### src/verilog/uiet_pkg.sv
// constants and types for the usb interrupt mask, frame, index and test register slice
//
// Functional notes
// RULE1: eight-bit mask gates each status flag
// RULE2: mask resets to 0x06
// RULE3: host layout: fault, ask, drop, attach, sof...
// RULE4: device mode bit 2 enables babble instead
// RULE5: eleven-bit read-only last frame number
// RULE6: four-bit endpoint index selects indexed registers
// RULE7: per-endpoint transmit/receive buffer size and start
// RULE8: forced host enters host on session set
// RULE9: forced host ignores data line state
// RULE10: forced host holds until session clears
// RULE11: forced host reports attach, speed follows bit
// RULE12: writing one to bit 6 copies ep0 packet
// RULE13: hardware clears loopback bit when copy completes
// RULE14: bit 5 selects full speed at reset
// RULE15: software sets at most one test bit
// RULE16: test register only for compliance test modes
// RULE17: test register resets zero, bits 4:0 zero
// RULE18: resume flag only while suspended
// RULE19: interrupt is OR of masked flags
package uiet_pkg;

   // ******************************
   // register indices, byte address is four times the index
   // ******************************
   localparam logic [9:0] IDX_IRQ_MASK = 10'h00b;
   localparam logic [9:0] IDX_FRAME = 10'h00c;
   localparam logic [9:0] IDX_EP_SEL = 10'h00e;
   localparam logic [9:0] IDX_TEST = 10'h00f;
   localparam logic [9:0] IDX_TX_SIZE = 10'h062;
   localparam logic [9:0] IDX_RX_SIZE = 10'h063;
   localparam logic [9:0] IDX_TX_START = 10'h064;
   localparam logic [9:0] IDX_RX_START = 10'h066;

   // ******************************
   // reset values and field positions
   // ******************************
   localparam logic [7:0] RST_IRQ_MASK = 8'h06;
   localparam logic [10:0] RST_FRAME = 11'h000;
   localparam logic [3:0] RST_EP_SEL = 4'h0;
   localparam logic [2:0] RST_TEST = 3'h0;
   localparam logic [3:0] RST_BUF_SIZE = 4'h0;
   localparam logic [12:0] RST_BUF_START = 13'h0000;
   localparam int BIT_FORCED_HOST = 7;
   localparam int BIT_LOOPBACK = 6;
   localparam int BIT_FORCED_FS = 5;
   localparam int BIT_ALT_FLAG = 2;
   localparam int NUM_EP = 16;

   localparam logic [1:0] RESP_OKAY = 2'h0;
   localparam logic [1:0] RESP_SLVERR = 2'h2;

   // status flags from the interrupt status logic, one per source
   typedef struct packed {
      logic bus_power_fault;
      logic session_ask;
      logic link_drop_flag;
      logic attach_flag;
      logic start_of_frame;
      logic bus_reset;
      logic babble;
      logic resume;
      logic suspend;
   } uiet_flags_t;

   // one endpoint's buffer placement
   typedef struct packed {
      logic [3:0] tx_size;
      logic [3:0] rx_size;
      logic [12:0] tx_start;
      logic [12:0] rx_start;
   } uiet_buf_t;

   typedef enum logic [1:0] {
      WR_COLLECT = 2'b01,
      WR_RESP = 2'b10
   } uiet_wr_t;

   typedef enum logic [1:0] {
      RD_IDLE = 2'b01,
      RD_RESP = 2'b10
   } uiet_rd_t;

endpackage

### src/verilog/uiet_regs.sv
// axi4-lite register slice: interrupt mask, frame number, endpoint index, buffers, test modes
//
// The AXI4-Lite register port was decided locally.
`timescale 1ns/10ps
module uiet_regs (
   input wire logic aclk,
   input wire logic aresetn,
   // axi4-lite slave
   input wire logic [11:0] s_axi_awaddr,
   input wire logic s_axi_awvalid,
   output logic s_axi_awready,
   input wire logic [31:0] s_axi_wdata,
   input wire logic [3:0] s_axi_wstrb,
   input wire logic s_axi_wvalid,
   output logic s_axi_wready,
   output logic [1:0] s_axi_bresp,
   output logic s_axi_bvalid,
   input wire logic s_axi_bready,
   input wire logic [11:0] s_axi_araddr,
   input wire logic s_axi_arvalid,
   output logic s_axi_arready,
   output logic [31:0] s_axi_rdata,
   output logic [1:0] s_axi_rresp,
   output logic s_axi_rvalid,
   input wire logic s_axi_rready,
   // controller core side
   input wire uiet_pkg::uiet_flags_t general_irq_flags,
   input wire logic frame_strobe,
   input wire logic [10:0] frame_number,
   input wire logic session_bit,
   input wire logic a_side,
   input wire logic line_dp,
   input wire logic line_dm,
   input wire logic usb_reset_seen,
   input wire logic resume_signal,
   input wire logic in_suspend,
   input wire logic ep0_copy_done,
   output logic usb_irq,
   output logic resume_set,
   output logic host_role,
   output logic role_b_side_bit,
   output logic full_speed,
   output logic ep0_copy_req,
   output logic [3:0] endpoint_selector_field,
   output uiet_pkg::uiet_buf_t selected_buf
);

   // ******************************
   // data line synchronisers
   // ******************************
   logic [1:0] line_raw;
   logic [1:0] sync1_q, sync2_q, sync3_q, line_q;
   logic [1:0] sync1_d, sync2_d, sync3_d, line_d;

   assign line_raw = {line_dp, line_dm};

   // a line change counts only once the second and third stages agree
   genvar gl;
   generate
      for (gl = 0; gl < 2; gl++) begin : g_line
         always_comb begin
            sync1_d[gl] = line_raw[gl];
            sync2_d[gl] = sync1_q[gl];
            sync3_d[gl] = sync2_q[gl];
            line_d[gl] = (sync2_q[gl] == sync3_q[gl]) ? sync3_q[gl] : line_q[gl];
         end
      end
   endgenerate

   always_ff @(posedge aclk) begin
      if (!aresetn) begin
         sync1_q <= 2'h0;
         sync2_q <= 2'h0;
         sync3_q <= 2'h0;
         line_q <= 2'h0;
      end else begin
         sync1_q <= sync1_d;
         sync2_q <= sync2_d;
         sync3_q <= sync3_d;
         line_q <= line_d;
      end
   end

   // ******************************
   // axi4-lite write channel
   // ******************************
   uiet_pkg::uiet_wr_t wr_state_q, wr_state_d;
   logic aw_got_q, aw_got_d, w_got_q, w_got_d;
   logic [9:0] wr_idx_q, wr_idx_d;
   logic [31:0] wdata_q, wdata_d;
   logic [3:0] wstrb_q, wstrb_d;
   logic [1:0] bresp_q, bresp_d;
   logic wr_do;
   logic wr_hit;

   assign s_axi_awready = (wr_state_q == uiet_pkg::WR_COLLECT) && !aw_got_q;
   assign s_axi_wready = (wr_state_q == uiet_pkg::WR_COLLECT) && !w_got_q;
   assign s_axi_bvalid = (wr_state_q == uiet_pkg::WR_RESP);
   assign s_axi_bresp = bresp_q;
   // address and data may arrive in either order; the write lands once both are held
   assign wr_do = (wr_state_q == uiet_pkg::WR_COLLECT) && aw_got_q && w_got_q;
   assign wr_hit = (wr_idx_q == uiet_pkg::IDX_IRQ_MASK) || (wr_idx_q == uiet_pkg::IDX_FRAME) ||
                   (wr_idx_q == uiet_pkg::IDX_EP_SEL) || (wr_idx_q == uiet_pkg::IDX_TEST) ||
                   (wr_idx_q == uiet_pkg::IDX_TX_SIZE) || (wr_idx_q == uiet_pkg::IDX_RX_SIZE) ||
                   (wr_idx_q == uiet_pkg::IDX_TX_START) || (wr_idx_q == uiet_pkg::IDX_RX_START);

   // write handshake next state
   always_comb begin
      wr_state_d = wr_state_q;
      aw_got_d = aw_got_q;
      w_got_d = w_got_q;
      wr_idx_d = wr_idx_q;
      wdata_d = wdata_q;
      wstrb_d = wstrb_q;
      bresp_d = bresp_q;
      case (wr_state_q)
         uiet_pkg::WR_COLLECT: begin
            if (s_axi_awvalid && s_axi_awready) begin
               aw_got_d = 1'b1;
               wr_idx_d = s_axi_awaddr[11:2];
            end
            if (s_axi_wvalid && s_axi_wready) begin
               w_got_d = 1'b1;
               wdata_d = s_axi_wdata;
               wstrb_d = s_axi_wstrb;
            end
            if (wr_do) begin
               aw_got_d = 1'b0;
               w_got_d = 1'b0;
               bresp_d = wr_hit ? uiet_pkg::RESP_OKAY : uiet_pkg::RESP_SLVERR;
               wr_state_d = uiet_pkg::WR_RESP;
            end
         end
         uiet_pkg::WR_RESP: begin
            if (s_axi_bready) begin
               wr_state_d = uiet_pkg::WR_COLLECT;
            end
         end
         default: begin
            wr_state_d = uiet_pkg::WR_COLLECT;
         end
      endcase
   end

   always_ff @(posedge aclk) begin
      if (!aresetn) begin
         wr_state_q <= uiet_pkg::WR_COLLECT;
         aw_got_q <= 1'b0;
         w_got_q <= 1'b0;
         wr_idx_q <= 10'h000;
         wdata_q <= 32'h0000_0000;
         wstrb_q <= 4'h0;
         bresp_q <= 2'h0;
      end else begin
         wr_state_q <= wr_state_d;
         aw_got_q <= aw_got_d;
         w_got_q <= w_got_d;
         wr_idx_q <= wr_idx_d;
         wdata_q <= wdata_d;
         wstrb_q <= wstrb_d;
         bresp_q <= bresp_d;
      end
   end

   // ******************************
   // software registers
   // ******************************
   logic [7:0] mask_q, mask_d;
   logic [10:0] frame_q, frame_d;
   logic [3:0] ep_sel_q, ep_sel_d;
   logic forced_host_bit, ep0_loopback_bit, forced_full_speed_bit;
   logic [2:0] test_q, test_d;
   uiet_pkg::uiet_buf_t buf_q [uiet_pkg::NUM_EP];
   uiet_pkg::uiet_buf_t buf_d [uiet_pkg::NUM_EP];
   logic wr_lo, wr_hi;

   assign wr_lo = wr_do && wstrb_q[0];
   assign wr_hi = wr_do && wstrb_q[1];
   assign forced_host_bit = test_q[2];
   assign ep0_loopback_bit = test_q[1];
   assign forced_full_speed_bit = test_q[0];

   // register next values; frame number is written only by the core
   always_comb begin
      mask_d = mask_q;
      frame_d = frame_q;
      ep_sel_d = ep_sel_q;
      test_d = test_q;
      if (wr_lo && (wr_idx_q == uiet_pkg::IDX_IRQ_MASK)) begin
         mask_d = wdata_q[7:0]; // RULE1
      end
      if (frame_strobe) begin
         frame_d = frame_number; // RULE5
      end
      if (wr_lo && (wr_idx_q == uiet_pkg::IDX_EP_SEL)) begin
         ep_sel_d = wdata_q[3:0]; // RULE6
      end
      // completion clears the loopback bit, but a new set in the same cycle wins
      if (ep0_copy_done) begin
         test_d[1] = 1'b0; // RULE13
      end
      if (wr_lo && (wr_idx_q == uiet_pkg::IDX_TEST)) begin
         test_d[2] = wdata_q[uiet_pkg::BIT_FORCED_HOST];
         test_d[0] = wdata_q[uiet_pkg::BIT_FORCED_FS]; // RULE14
         if (wdata_q[uiet_pkg::BIT_LOOPBACK]) begin
            test_d[1] = 1'b1; // RULE12
         end
      end
   end

   always_ff @(posedge aclk) begin
      if (!aresetn) begin
         mask_q <= uiet_pkg::RST_IRQ_MASK; // RULE2
         frame_q <= uiet_pkg::RST_FRAME;
         ep_sel_q <= uiet_pkg::RST_EP_SEL;
         test_q <= uiet_pkg::RST_TEST; // RULE17
      end else begin
         mask_q <= mask_d;
         frame_q <= frame_d;
         ep_sel_q <= ep_sel_d;
         test_q <= test_d;
      end
   end

   // per-endpoint buffer placement, reached through the endpoint index
   genvar ge;
   generate
      for (ge = 0; ge < uiet_pkg::NUM_EP; ge++) begin : g_ep
         always_comb begin
            buf_d[ge] = buf_q[ge];
            if (ep_sel_q == 4'(ge)) begin
               if (wr_lo && (wr_idx_q == uiet_pkg::IDX_TX_SIZE)) begin
                  buf_d[ge].tx_size = wdata_q[3:0]; // RULE7
               end
               if (wr_lo && (wr_idx_q == uiet_pkg::IDX_RX_SIZE)) begin
                  buf_d[ge].rx_size = wdata_q[3:0]; // RULE7
               end
               if (wr_idx_q == uiet_pkg::IDX_TX_START) begin
                  if (wr_lo) buf_d[ge].tx_start[7:0] = wdata_q[7:0];
                  if (wr_hi) buf_d[ge].tx_start[12:8] = wdata_q[12:8];
               end
               if (wr_idx_q == uiet_pkg::IDX_RX_START) begin
                  if (wr_lo) buf_d[ge].rx_start[7:0] = wdata_q[7:0];
                  if (wr_hi) buf_d[ge].rx_start[12:8] = wdata_q[12:8];
               end
            end
         end
         always_ff @(posedge aclk) begin
            if (!aresetn) begin
               buf_q[ge] <= {uiet_pkg::RST_BUF_SIZE, uiet_pkg::RST_BUF_SIZE,
                             uiet_pkg::RST_BUF_START, uiet_pkg::RST_BUF_START};
            end else begin
               buf_q[ge] <= buf_d[ge];
            end
         end
      end
   endgenerate

   assign endpoint_selector_field = ep_sel_q; // RULE6
   assign selected_buf = buf_q[ep_sel_q];
   assign ep0_copy_req = ep0_loopback_bit; // RULE12

   // ******************************
   // axi4-lite read channel
   // ******************************
   uiet_pkg::uiet_rd_t rd_state_q, rd_state_d;
   logic [31:0] rdata_q, rdata_d;
   logic [1:0] rresp_q, rresp_d;
   logic [31:0] rd_mux;
   logic rd_hit;
   logic [9:0] rd_idx;

   assign rd_idx = s_axi_araddr[11:2];
   assign s_axi_arready = (rd_state_q == uiet_pkg::RD_IDLE);
   assign s_axi_rvalid = (rd_state_q == uiet_pkg::RD_RESP);
   assign s_axi_rdata = rdata_q;
   assign s_axi_rresp = rresp_q;

   // read decode; reserved bits and unmapped words read zero
   always_comb begin
      rd_mux = 32'h0000_0000;
      rd_hit = 1'b1;
      case (rd_idx)
         uiet_pkg::IDX_IRQ_MASK: rd_mux[7:0] = mask_q;
         uiet_pkg::IDX_FRAME: rd_mux[10:0] = frame_q; // RULE5
         uiet_pkg::IDX_EP_SEL: rd_mux[3:0] = ep_sel_q;
         uiet_pkg::IDX_TEST: rd_mux[7:5] = test_q; // RULE17
         uiet_pkg::IDX_TX_SIZE: rd_mux[3:0] = selected_buf.tx_size;
         uiet_pkg::IDX_RX_SIZE: rd_mux[3:0] = selected_buf.rx_size;
         uiet_pkg::IDX_TX_START: rd_mux[12:0] = selected_buf.tx_start;
         uiet_pkg::IDX_RX_START: rd_mux[12:0] = selected_buf.rx_start;
         default: rd_hit = 1'b0;
      endcase
   end

   // read handshake next state
   always_comb begin
      rd_state_d = rd_state_q;
      rdata_d = rdata_q;
      rresp_d = rresp_q;
      case (rd_state_q)
         uiet_pkg::RD_IDLE: begin
            if (s_axi_arvalid) begin
               rdata_d = rd_mux;
               rresp_d = rd_hit ? uiet_pkg::RESP_OKAY : uiet_pkg::RESP_SLVERR;
               rd_state_d = uiet_pkg::RD_RESP;
            end
         end
         uiet_pkg::RD_RESP: begin
            if (s_axi_rready) begin
               rd_state_d = uiet_pkg::RD_IDLE;
            end
         end
         default: begin
            rd_state_d = uiet_pkg::RD_IDLE;
         end
      endcase
   end

   always_ff @(posedge aclk) begin
      if (!aresetn) begin
         rd_state_q <= uiet_pkg::RD_IDLE;
         rdata_q <= 32'h0000_0000;
         rresp_q <= 2'h0;
      end else begin
         rd_state_q <= rd_state_d;
         rdata_q <= rdata_d;
         rresp_q <= rresp_d;
      end
   end

   // ******************************
   // role and speed
   // ******************************
   logic host_q, host_d;
   logic fs_q, fs_d;
   logic attached;

   // any line away from idle-low counts as a peer attached
   assign attached = |line_q;

   // forced host latches on session and holds until session drops
   always_comb begin
      host_d = host_q;
      fs_d = fs_q;
      if (!session_bit) begin
         host_d = 1'b0; // RULE10
      end else if (forced_host_bit) begin
         host_d = 1'b1; // RULE8 RULE9
      end else if (!host_q) begin
         host_d = a_side && attached;
      end else begin
         host_d = attached;
      end
      if (usb_reset_seen) begin
         fs_d = forced_full_speed_bit; // RULE14
      end
   end

   always_ff @(posedge aclk) begin
      if (!aresetn) begin
         host_q <= 1'b0;
         fs_q <= 1'b0;
      end else begin
         host_q <= host_d;
         fs_q <= fs_d;
      end
   end

   assign host_role = host_q;
   // in forced host the role bit shows connection; speed comes straight from the test bit
   assign role_b_side_bit = forced_host_bit ? attached : !host_q; // RULE11
   assign full_speed = forced_host_bit ? forced_full_speed_bit : fs_q; // RULE11

   // ******************************
   // interrupt gating
   // ******************************
   logic [7:0] flag_vec;
   logic [7:0] gated;

   // bit 2 source depends on role, so one mask bit serves two flags
   assign flag_vec = {general_irq_flags.bus_power_fault, general_irq_flags.session_ask,
                      general_irq_flags.link_drop_flag, general_irq_flags.attach_flag,
                      general_irq_flags.start_of_frame,
                      host_q ? general_irq_flags.bus_reset : general_irq_flags.babble,
                      general_irq_flags.resume, general_irq_flags.suspend}; // RULE3 RULE4

   genvar gb;
   generate
      for (gb = 0; gb < 8; gb++) begin : g_gate
         assign gated[gb] = flag_vec[gb] & mask_q[gb]; // RULE1
      end
   endgenerate

   assign usb_irq = |gated; // RULE19
   // resume is only flagged while suspended; wakeups outside suspend are not events
   assign resume_set = resume_signal && in_suspend; // RULE18

endmodule // uiet_regs
### config.mk
export PLATFORM = sky130hd
export DESIGN_NAME = uiet_regs
export DESIGN_NICKNAME = d
export VERILOG_FILES = /design/src/verilog/uiet_pkg.sv /design/src/verilog/uiet_regs.sv
export SDC_FILE = /design/constraint.sdc
export NUM_CORES = 1
export LEC_CHECK = 0
export ABC_AREA = 0
export ABC_CLOCK_PERIOD_IN_PS = 5500
export BUFFER_PORTS_ARGS = -buffer_cell sky130_fd_sc_hd__buf_2
export CAP_MARGIN = 5
export CORE_MARGIN = 2
export CORE_UTILIZATION = 55
export CTS_BUF_LIST = sky130_fd_sc_hd__clkbuf_16
export DETAILED_ROUTE_END_ITERATION = 16
export MAX_ROUTING_LAYER = met4
export PLACE_DENSITY = 0.73
export SLEW_MARGIN = 20
export SYNTH_ARGS = -nofsm -noshare
export SYNTH_HDL_FRONTEND = slang
export SYNTH_SLANG_ARGS = --single-unit
### constraint.sdc
create_clock -name aclk -period 5.5 [get_ports aclk]
set_input_delay 0 -clock aclk [delete_from_list [all_inputs] [get_ports aclk]]
set_output_delay 0 -clock aclk [all_outputs]
set_load 0.01 [all_outputs]
==> summary.txt <==
Critical path
  – Setup CP Type: register to register
  – Critical Path End Type: register
  – Crit path DAT: 4000 ps
  – Worst setup SP type: register
  – Critical path required time: 5760 ps
  – Critical path peak fanout: 16
  – FF-to-FF path depth: 4

STA
  – Least-Margin Pin Slew: between 1000 and 1500 ps
  – Setup TNS Final: 0 ps
  – Endpoints failing setup: 0
  – Final worst slack: 1760 ps
  – Final Cycle Share: 68.0%
  – Worst Clk Skew: 20.9 ps
  – RSZ-0062 raised after global routing: false
  – Max-slew headroom: 24.5%
  – Final Slew Violations: 0
  – Max frequency: 0.267 GHz
  – Min Tclk post-route: about 3700 ps
  – Final hold violations: 0

Global routing
  – GR Util met3: a little over 6%
  – Largest net degree at the start of global routing: 75
  – Total GRT Usage: between 30 and 40%
  – Total gr overflow: 0
  – Number of global-route vias before repair: 19200
  – Initial antenna violation count: 1
  – GRT Max-Usage Layer: met2
  – GR Util met1: 39.1%
  – GR Util met2: 48.2%
  – First-pass GRT wire length: around 120 mm

Yosys
  – Post-synthesis sequential area ratio: 63.2%
  – Synth area leader: edfxtp_1
  – Synthesis-stage register bit count: 630
  – Synth cell types: between 50 and 60
  – Synth area leaders: edfxtp_1 (57%), mux4_2 (11%), dfxtp_1 (6.0%)
  – Syn avg cell area: between 10 and 15 um2
  – Yosys warnings: 0
  – Asr flop ratio synth: 0%
  – Top_reg_cell synth: edfxtp_1
  – Number of flops mapped to enable cells by yosys: 544
  – Share of the synthesized area in the top cell type: 57.2%
  – Syn Inst Count: 2179
  – Mapped cell area: 28600 um2

Pwr
  – P per Cell Area: between 300 and 400 nW/um2
  – Leakage power: 11.6 nW
  – Peak VDD IR: 0.000254 V

CTS
  – Worst-path clk slew: 70 ps
  – CTS tree: built
  – Post-CTS setup repair buffer count: 0
  – Post-CTS Hold Fix Bufs: 87
  – Max Buffers Root-to-Sink: 3
  – Clock latency at the later pin of the worst-skew pair: 640 ps
  – CTS HTree Levels: 2
  – CTS buffer count: 61
  – CTS root buffer: clkbuf_16
  – Clk sinks: 630
  – Post-cts resize count: 0

Floorplanning
  – Initial Utilization: a little under three fifths
  – CORE AREA: 51300 um2
  – Total die area: 53800 um2
  – Die Y: 232 um
  – FP Rows: 83
  – # IOs: 181
  – Chip width: 232 um

Detailed routing
  – Routed len/inst: 26.0 um
  – DRC Markers: 0
  – DR pass1 iterations: 6
  – DR vias: between 15000 and 20000
  – Post-Route WL: 79.8 mm
  – DR vias/cell: 6.36
  – 1st-iter DRT viols: approximately 2800
  – Post-route ant nets: 0

Cells and area
  – Area delta synth->final: 14.0%
  – Layout cells sized above 1: 18.2%
  – Nets: about 2400
  – Number of diodes: 0

Min path
  – Hold Crit Class: input pin to register
  – Hold Crit Depth: 4

Outcome
  – Outcome: complete, no violations

Placement
  – Pre-CTS WS: 1920 ps
  – Hpwl dp: 51.8 mm
  – GP Congestion: 0.899
  – Port bufs: 134

Run
  – Max Cap Viol: 0
## power breakdown
part           switching, mW  leakage (nW)  internal, mW
clock                   1.80          1.03          2.34
combinational          0.310          4.27         0.183
sequential            0.0708          6.32          5.33
total                   2.18          11.6          7.85
## routing by layer
| layer | part of all wire, % | wire length, um |
|---|---|---|
| met1 | 36 | 29000 |
| met2 | 49 | 39300 |
| met3 | 10 | 8180 |
| met4 | 4.2 | 3360 |
| met5 | 0 | 0 |
## worst max-delay path: stages, from the launching register on
cell and delay [ps]:
dfxtp_1 370, or4_1 650, nor4_1 950, nand2_1 640, o21ai_0 760
## Yosys cell counts (12+ instances only)
cell,n
mux4_2,138
nor2b_1,45
buf_2,31
a21boi_0,31
nand2_1,161
edfxtp_1,544
nor2_1,368
buf_4,26
nor3_1,24
and2_1,130
dfxtp_1,86
a21oi_1,26
nand3_1,24
a22oi_1,29
mux2i_1,60
a211oi_1,12
and3_1,118
o21ai_0,95
clkbuf_1,136
## layout make-up
cell class | count | area, um2
clock buffers | 63 | 1580
clock inverters | 52 | 375
fillers | 3717 | 18700
inverters | 7 | 26.3
multi-input cells | 1358 | 9650
flip-flops and latches | 630 | 18100
well taps | 680 | 851
repair buffers | 280 | 2030
## cell usage in the layout, fill, tap and decap left out, types with 31 or more instances in the layout
master | netlist | final
a21boi_0 | 31 | 31
and2_1 | 130 | 130
and3_1 | 118 | 118
buf_2 | 31 | 133
buf_4 | 26 | 57
clkbuf_16 | 0 | 63
dfxtp_1 | 86 | 82
dlygate4sd3_1 | 0 | 87
edfxtp_1 | 544 | 544
mux2i_1 | 60 | 60
mux4_2 | 138 | 138
nand2_1 | 161 | 161
nor2_1 | 368 | 367
nor2b_1 | 45 | 45
o21ai_0 | 95 | 95
## cells by family after synthesis
family / after synthesis / share of synthesized area [%]
AND/OR/NAND/NOR: 904 / 15.2
AO/OA/AOI/OAI: 233 / 5.22
flip-flops: 630 / 63.2
multiplexers: 200 / 13.1
other: 1 / 0.0131
buffers and inverters: 211 / 3.33
## path summary, 6_finish.rpt
kind,from,to,slack [ps]
worst min register to register,sync1_q[1],sync2_q[1],470
worst max register to register,wr_idx_q[3],buf_q[5][33],1760
worst min-delay path,s_axi_wvalid,wdata_q[11],60
worst max-delay path,wr_idx_q[3],buf_q[5][33],1760
## flip-flops by register name, indices dropped and copies added, names as in the netlist, 3 cells and up, named ones only
register	cells
frame_q	11
buf_q	544
test_q	3
wr_idx_q	10
mask_q	8
wdata_q	13
s_axi_rdata	13
endpoint_selector_field	4
## metrics by stage
| step | std cells | hold slack [ps] | cell area (um2) | util (%) | total power, mW |
|---|---|---|---|---|---|
| 2_1_floorplan | 2199 | 116 | 28600 | - | 5.73 |
| 3_3_place_gp | 2867 | 209 | 29700 | 57.9 | 5.90 |
| 3_5_place_dp | 2868 | 219 | 29800 | 58.0 | 5.92 |
| 4_1_cts | 3070 | 13.6 | 32600 | 63.5 | 10.0 |
| 5_1_grt | 3070 | 107 | 32600 | 63.5 | 10.3 |
| 6_report | 3070 | 59.5 | 32600 | 63.5 | 10.0 |
No activity file was read; power rests on OpenSTA's default activity.
